`config.mk`:
```
export PLATFORM = sky130hd
export DESIGN_NAME = dsc_regbank
export DESIGN_NICKNAME = d
export VERILOG_FILES = /design/src/dsc_addr_decode.v /design/src/dsc_ctrl_reg.v /design/src/dsc_regbank.v
export VERILOG_INCLUDE_DIRS = /design/src /design/src/src
export SDC_FILE = /design/constraint.sdc
export NUM_CORES = 1
export LEC_CHECK = 0
export BUFFER_PORTS_ARGS = -buffer_cell sky130_fd_sc_hd__buf_4
export CAP_MARGIN = 40
export CORE_MARGIN = 2
export CORE_UTILIZATION = 25
export CTS_CLUSTER_SIZE = 25
export DETAILED_ROUTE_END_ITERATION = 10
export PLACE_DENSITY = 0.75
export SLEW_MARGIN = 25
export SYNTH_ARGS = -nofsm -noshare
export SYNTH_HDL_FRONTEND = slang
export SYNTH_SLANG_ARGS = --single-unit
export TNS_END_PERCENT = 30
```
`constraint.sdc`:
```
create_clock -name ref_clk_in -period 1.4 [get_ports ref_clk_in]
set_input_delay 0.28 -clock ref_clk_in [delete_from_list [all_inputs] [get_ports ref_clk_in]]
set_output_delay 0.28 -clock ref_clk_in [all_outputs]
set_load 0.005 [all_outputs]
```
`src/dsc_defs.vh`:
```
// constants for the debug identification and secure debug control block
`ifndef DSC_DEFS_VH
`define DSC_DEFS_VH
`define DSC_ADDR_CTRL      32'he000ee08
`define DSC_ADDR_ID4       32'he000efd0
`define DSC_ADDR_ID5       32'he000efd4
`define DSC_ADDR_ID6       32'he000efd8
`define DSC_ADDR_ID7       32'he000efdc
`define DSC_ADDR_ID3       32'he000efec
`define DSC_ALIAS_OFFSET   32'h00020000
`define DSC_BIT_KEY        17
`define DSC_BIT_SECURE     16
`define DSC_BIT_BANK_SEL   1
`define DSC_BIT_BANK_EN    0
`define DSC_FLD_HI_MSB     7
`define DSC_FLD_HI_LSB     4
`define DSC_FLD_LO_MSB     3
`define DSC_FLD_LO_LSB     0
`define DSC_RST_BANK_SEL   1'b0
`define DSC_RST_BANK_EN    1'b0
`define DSC_RST_SECURE     1'b1
`endif

```
`src/dsc_addr_decode.v`:
```
// address decoder: matches the identification words and their alias
`timescale 1ns/1ns
`default_nettype none
`include "dsc_defs.vh"
module dsc_addr_decode
(
  input  wire [31:0] addr_in,        // byte address of the access
  output reg  [2:0]  ident_idx_out,  // 0..4 = word 3,4,5,6,7
  output reg         ident_hit_out,  // primary identification hit
  output reg         alias_hit_out,  // non-secure alias hit
  output wire        ctrl_hit_out    // control register hit
);
  // identification index lookup, shared by primary and alias
  function [3:0] ident_match;
    input [31:0] a;
    begin
      case (a)
        `DSC_ADDR_ID3: ident_match = 4'h8;
        `DSC_ADDR_ID4: ident_match = 4'h9;
        `DSC_ADDR_ID5: ident_match = 4'ha;
        `DSC_ADDR_ID6: ident_match = 4'hb;
        `DSC_ADDR_ID7: ident_match = 4'hc;
        default:       ident_match = 4'h0;
      endcase
    end
  endfunction

  reg [3:0] prim_m; // primary match
  reg [3:0] alias_m; // alias match

  assign ctrl_hit_out = (addr_in == `DSC_ADDR_CTRL);

  // combine primary and alias matches
  always @*
  begin
    prim_m = ident_match(addr_in);
    alias_m = ident_match(addr_in - `DSC_ALIAS_OFFSET);
    ident_hit_out = prim_m[3];
    alias_hit_out = alias_m[3];
    if (prim_m[3])
      ident_idx_out = prim_m[2:0];
    else
      ident_idx_out = alias_m[2:0];
  end
endmodule
`default_nettype wire

```
`src/dsc_ctrl_reg.v`:
```
// debug security control state: secure state, bank select and enable
`timescale 1ns/1ns
`default_nettype none
`include "dsc_defs.vh"
module dsc_ctrl_reg
(
  input  wire        ref_clk_in,        // system clock
  input  wire        rst_n_in,          // cold reset, sync, active low
  input  wire        wr_en_in,          // qualified debugger write
  input  wire [31:0] wdata_in,          // write data
  input  wire        secure_debug_enable_in, // secure debug allowed
  input  wire        halted_in,         // processor halted in debug state
  output wire        secure_state_out,  // current secure state
  output wire [31:0] rdata_out          // read view of the register
);
  reg secure_q;    // current security state
  reg bank_sel_q;  // bank view select
  reg bank_en_q;   // bank view select enable

  // state updates, only on a debugger write while halted
  always @(posedge ref_clk_in)
  begin
    if (!rst_n_in)
    begin
      secure_q   <= `DSC_RST_SECURE;
      bank_sel_q <= `DSC_RST_BANK_SEL;
      bank_en_q  <= `DSC_RST_BANK_EN;
    end
    else if (wr_en_in && halted_in)
    begin
      // secure state needs key written zero and secure debug on
      if (secure_debug_enable_in && !wdata_in[`DSC_BIT_KEY])
        secure_q <= wdata_in[`DSC_BIT_SECURE];
      if (secure_debug_enable_in)
      begin
        bank_sel_q <= wdata_in[`DSC_BIT_BANK_SEL];
        bank_en_q  <= wdata_in[`DSC_BIT_BANK_EN];
      end
    end
  end

  assign secure_state_out = secure_q;

  // read value: key reads one, reserved bits zero
  assign rdata_out = {14'h0000, 1'b1, secure_q, 14'h0000,
                      bank_sel_q & secure_debug_enable_in,
                      bank_en_q | ~secure_debug_enable_in};
endmodule
`default_nettype wire

```
`src/dsc_regbank.v`:
```
// register bank: identification words and secure debug control
`timescale 1ns/1ns
`default_nettype none
`include "dsc_defs.vh"
module dsc_regbank
#(
  parameter       HAS_IDENT      = 1,    // identification scheme present
  parameter       HAS_HALT_DEBUG = 1,    // halting debug present
  parameter       HAS_SECURITY   = 1,    // security extension present
  parameter       HAS_MAIN_EXT   = 1,    // main extension present
  parameter       IDENT_DBG_ONLY = 0,    // hide ids from software (no main ext)
  parameter [3:0] REVISION_AND   = 4'h0, // revision-and field, arbitrary
  parameter [3:0] CUSTOMER_MOD   = 4'h0, // customer modified field, arbitrary
  parameter [3:0] CONTINUATION   = 4'h0  // continuation code, arbitrary
)
(
  input  wire        ref_clk_in,        // system clock
  input  wire        rst_n_in,          // cold reset, sync, active low
  input  wire        req_in,            // access request, one cycle
  input  wire        write_in,          // 1 write, 0 read
  input  wire [31:0] addr_in,           // byte address
  input  wire [31:0] wdata_in,          // write data
  input  wire        privileged_in,     // access is privileged
  input  wire        from_debugger_in,  // access comes from debugger
  input  wire        sw_secure_in,      // software access is secure
  input  wire        secure_debug_enable_in, // from halting control
  input  wire        halted_in,         // processor halted in debug state
  output reg  [31:0] rdata_out,         // read data
  output reg         resp_valid_out,    // answer strobe
  output reg         bus_fault_out,     // bus fault with the answer
  output wire        current_secure_state_out, // security state
  output wire        bank_view_secure_out      // banked view for debugger
);
  wire [2:0]  idx;        // identification index
  wire        id_hit;     // primary identification hit
  wire        al_hit;     // alias hit
  wire        ctl_hit;    // control hit
  wire [31:0] ctl_rdata;  // control read view
  wire        ctl_on;     // control implemented
  wire        id_on;      // identification implemented
  wire        ctl_wr;     // qualified control write
  reg  [31:0] id_word;    // selected identification word
  reg  [31:0] rd_d;       // next read data
  reg         id_vis;     // identification visible to this access

  dsc_addr_decode u_dec
  (
    .addr_in       (addr_in),
    .ident_idx_out (idx),
    .ident_hit_out (id_hit),
    .alias_hit_out (al_hit),
    .ctrl_hit_out  (ctl_hit)
  );

  assign id_on  = (HAS_IDENT != 0) && (HAS_HALT_DEBUG != 0);
  assign ctl_on = (HAS_SECURITY != 0) && (HAS_HALT_DEBUG != 0);
  // control writes only from a privileged debugger access
  assign ctl_wr = req_in && write_in && privileged_in && ctl_hit
                  && from_debugger_in && ctl_on;

  dsc_ctrl_reg u_ctrl
  (
    .ref_clk_in             (ref_clk_in),
    .rst_n_in               (rst_n_in),
    .wr_en_in               (ctl_wr),
    .wdata_in               (wdata_in),
    .secure_debug_enable_in (secure_debug_enable_in),
    .halted_in              (halted_in),
    .secure_state_out       (current_secure_state_out),
    .rdata_out              (ctl_rdata)
  );

  // banked view: non-secure while secure debug is off, else select bit when enabled, else current state
  assign bank_view_secure_out = ctl_rdata[`DSC_BIT_BANK_EN] ?
                                ctl_rdata[`DSC_BIT_BANK_SEL] :
                                current_secure_state_out;

  // identification word contents, one copy for both states
  always @*
  begin
    case (idx)
      3'h0:    id_word = {24'h000000, REVISION_AND, CUSTOMER_MOD};
      3'h1:    id_word = {24'h000000, 4'h0, CONTINUATION};
      default: id_word = 32'h00000000;
    endcase
  end

  // read data selection per access kind
  always @*
  begin
    rd_d = 32'h00000000;
    id_vis = from_debugger_in ||
             !((HAS_MAIN_EXT == 0) && (IDENT_DBG_ONLY != 0));
    if (id_hit && id_on && id_vis)
      rd_d = id_word;
    else if (al_hit && id_on && id_vis && !from_debugger_in && sw_secure_in)
      rd_d = id_word;
    else if (ctl_hit && ctl_on && from_debugger_in)
      rd_d = ctl_rdata;
  end

  // registered answer; writes elsewhere are ignored
  always @(posedge ref_clk_in)
  begin
    if (!rst_n_in)
    begin
      rdata_out      <= 32'h00000000;
      resp_valid_out <= 1'b0;
      bus_fault_out  <= 1'b0;
    end
    else
    begin
      resp_valid_out <= req_in;
      bus_fault_out  <= req_in && !privileged_in;
      if (req_in && !write_in && privileged_in)
        rdata_out <= rd_d;
      else
        rdata_out <= 32'h00000000;
    end
  end
endmodule
`default_nettype wire

```
==> results list <==
* Detailed Route WL: 1.65 mm
* Area fraction in compound gates after synthesis: 0.0108
- Entering global routing, the biggest net connects 8 pins.
- The congestion estimate from routability-driven global placement came to slightly below 0.8.
* Count of flip-flops with a built-in enable after synthesis: 0
- Max clock buf depth: 2
- Number of hold violations in the final report: 0
* Cell leakage power: 0.555 nW
- For this design the ratio of total power to cell area is 559 nW/um^2.
* GRT Total Usage: 0.0994
- Fraction of layout instances using a drive strength above 1: 0.512
* Final worst-path cycle share: 0.965
- The critical path is of the in -> reg type.
- Final Instance Count excl. Fillers: 160
* Summed area of non-filler cells in the final layout: 1100 sq um
- The first global-routing pass estimated around 2.6 mm of wire.
- Row generation in the floorplan step produced 19 rows.
- TritonCTS built the clock tree.
- Input and output buffers added on the ports amount to between 50 and 60.
* N_diodes: 0
- Data on the critical path arrives at its endpoint at 1530 ps.
- Share of synthesized cell area in and, or, nand and nor gates: 0.360
- Hold buffers post-CTS: 0
* Cell at the root of the clock tree: clkbuf_4
- Relative to the synthesized area, the layout overhead comes to 57.7%.
- The number of clock buffers added by TritonCTS is 3.
* Share of the synthesized netlist area taken by xor and xnor gates: 0
* Post-layout total power: 0.614 mW
- Nets@finish: between 200 and 250
- Crit end category: register
- In the routed design, unresolved DRC markers number 0.
* Main combinational cell family by area after synthesis: simple AND/OR/NAND/NOR gates
- Worst IR drop on VDD: 0.550 mV
- Timing would allow up to between 700 and 800 MHz.
- For the final routed database, the setup TNS stands at 0 ps.
- Gate count of the mapped netlist: ~70
- Final hold analysis gives a worst-case slack of 195 ps.
* Fillcell total: 270
- Vert. Die Dim: 56.8 um
* Startpoint of the worst-slack reg-to-reg timing path: u_ctrl.secure_state_out
- Synthesized cell area: 696 sq um
* Synth Area in Adders: 0
* Number of antenna-violating nets in the routed design: 0
- The floorplan step defined a die boundary enclosing approximately 3200 sq um.
- The max-slew violation count is 0.
- Post-synth cell types: 21
- The first detailed-routing pass took 4 iterations.
- Average size of a mapped cell: between 9 and 10 sq um
* Routed length per placed instance: between 10 and 15 um
* Most used flip-flop cell after synthesis: dfxtp_1
* Unrepaired setup endpoints after global routing: yes
- Via count of the first global-routing pass: between 600 and 700
- I/O pins: 109
* Run status: finished, final reports clean
- In this run the worst path has a maximum fanout of 3.
* Share of synthesized area spent on multiplexers: 0.0576
- Number of max-cap violations: 0
* Die Wd: 56.8 um
* Clk_lat worst skew: 250 ps
- Setup violations remaining at the end of the flow were counted as 0.
- In this run the number of H-tree levels came out at 1.
- For this run, the number of Yosys warnings is 0.
* Antenna violations before repair: 0
- Dividing the detail-routed via count by the number of cells gives 4.01.
- In this run, placement finished with an instance count of 154.
- The startpoint identified for the worst hold timing path is privileged_in.
- Clock-pin slew was measured on the worst setup and hold paths at 60 ps.
- After floorplanning, the core was sized to cover 2710 sq um.
- Post-synthesis sequential area ratio: 0.259
* Worst min-delay path category: in -> reg
* CP required: 1580 ps
- Final global-route overflow total: 0
* Detailed Place HPWL: between 1 and 1.5 mm
* Sinks on the clock net: 9
* Worst setup skew after layout: 4.70 ps
- For this block, the initial DRC count from the detailed router was 12.
- In this run the cell area measured after placement is approximately 1000 sq um.
- Category of the worst setup path launch point: input port
- The critical path starts at addr_in[18].
- The initial utilization of the core area, before any placement, comes to 0.257.
- The clock period could shrink to 1350 ps.
* Via count: 641
- Fraction of synthesis flops using an asynchronous set or reset pin: 0
- Synthesis inferred 9 register bits.
[critical path, cell delays in order]
cell and delay (ps):
buf_4 120, nor4_4 270, nand4_2 190, nor4_4 330
buf_4 170, mux2i_1 170
[power breakdown]
group          internal, mW  switching [mW]  total, mW  leakage (nW)
clock                 0.109          0.0842      0.194        0.0150
combinational        0.0994          0.0610      0.160         0.467
sequential            0.259        0.000760      0.260        0.0729
[flip-flops by register name, indices dropped and copies added, names as in the netlist]
register and flops:
u_ctrl.secure_state_out 1, u_ctrl.bank_sel_q 1, resp_valid_out 1, bus_fault_out 1
u_ctrl.bank_en_q 1, rdata_out 4
[timing repair]
action,CTS,global route
setup buffers,0,2
resized for setup,0,6
setup endpoints to repair,0,3
[kinds of logic (layout without fill, tap and decap cells)]
group           Yosys count  after routing
buf+inv                  29             59
simple gates             28             28
flops                     9              9
mux                       4              4
other cells               1             28
compound gates            1              1
[metrics by stage]
stage	worst slack, ps	util
5_1_grt	-36.8	0.405
3_5_place_dp	-225	0.375
6_report	49.7	0.405
4_1_cts	38.7	0.385
2_1_floorplan	20.7	-
3_3_place_gp	-222	0.375
[layout make-up]
class	instances	area, sq um	area share
clock buffer	4	26.3	0.0239
tap	31	38.8	0.0353
inverter	1	3.75	0.00342
multi-input combinational	61	435	0.397
timing repair buffer	54	413	0.376
sequential	9	180	0.164
[per-layer routing]
metal,vias to the layer above,global-route usage,part of all wire
met1,288,0.0960,0.33
met2,43,0.186,0.54
met3,2,0.0300,0.12
met5,-,0,0
li1,308,-,-
met4,0,0.0532,0.012
[synthesized netlist by cell type (2+ instances only)]
master	count	area share
mux2i_1	4	0.058
nor2b_1	4	0.036
and2_1	2	0.018
nor4_4	2	0.061
nor4_2	3	0.054
dfxtp_1	9	0.26
buf_4	28	0.30
nand4_2	2	0.036
and4bb_1	2	0.036
nand2_1	5	0.027
[placed cells by master (no fill, tap or decap), drive strengths merged]
cell	netlist	final
inv	1	1
nor4b	1	1
mux2i	4	4
nor2b	4	4
and4bb	2	2
a21boi	1	1
or3	1	1
nand3	1	1
buf	28	54
nor4bb	1	1
and4b	1	1
dfxtp	9	9
and2	2	2
nand2	5	5
nand4	3	3
clkbuf	0	4
nor4	5	5
and3	1	1
conb	1	28
nor3	1	1
[path summary, 6_finish.rpt]
path / slack [ps] / cells past startpoint / to
max: 50 / 6 / u_ctrl.bank_sel_q
min: 200 / 2 / bus_fault_out
max reg2reg: 760 / 2 / u_ctrl.secure_state_out
min reg2reg: 490 / 2 / u_ctrl.bank_sel_q
(Power assumes the default switching activity.)
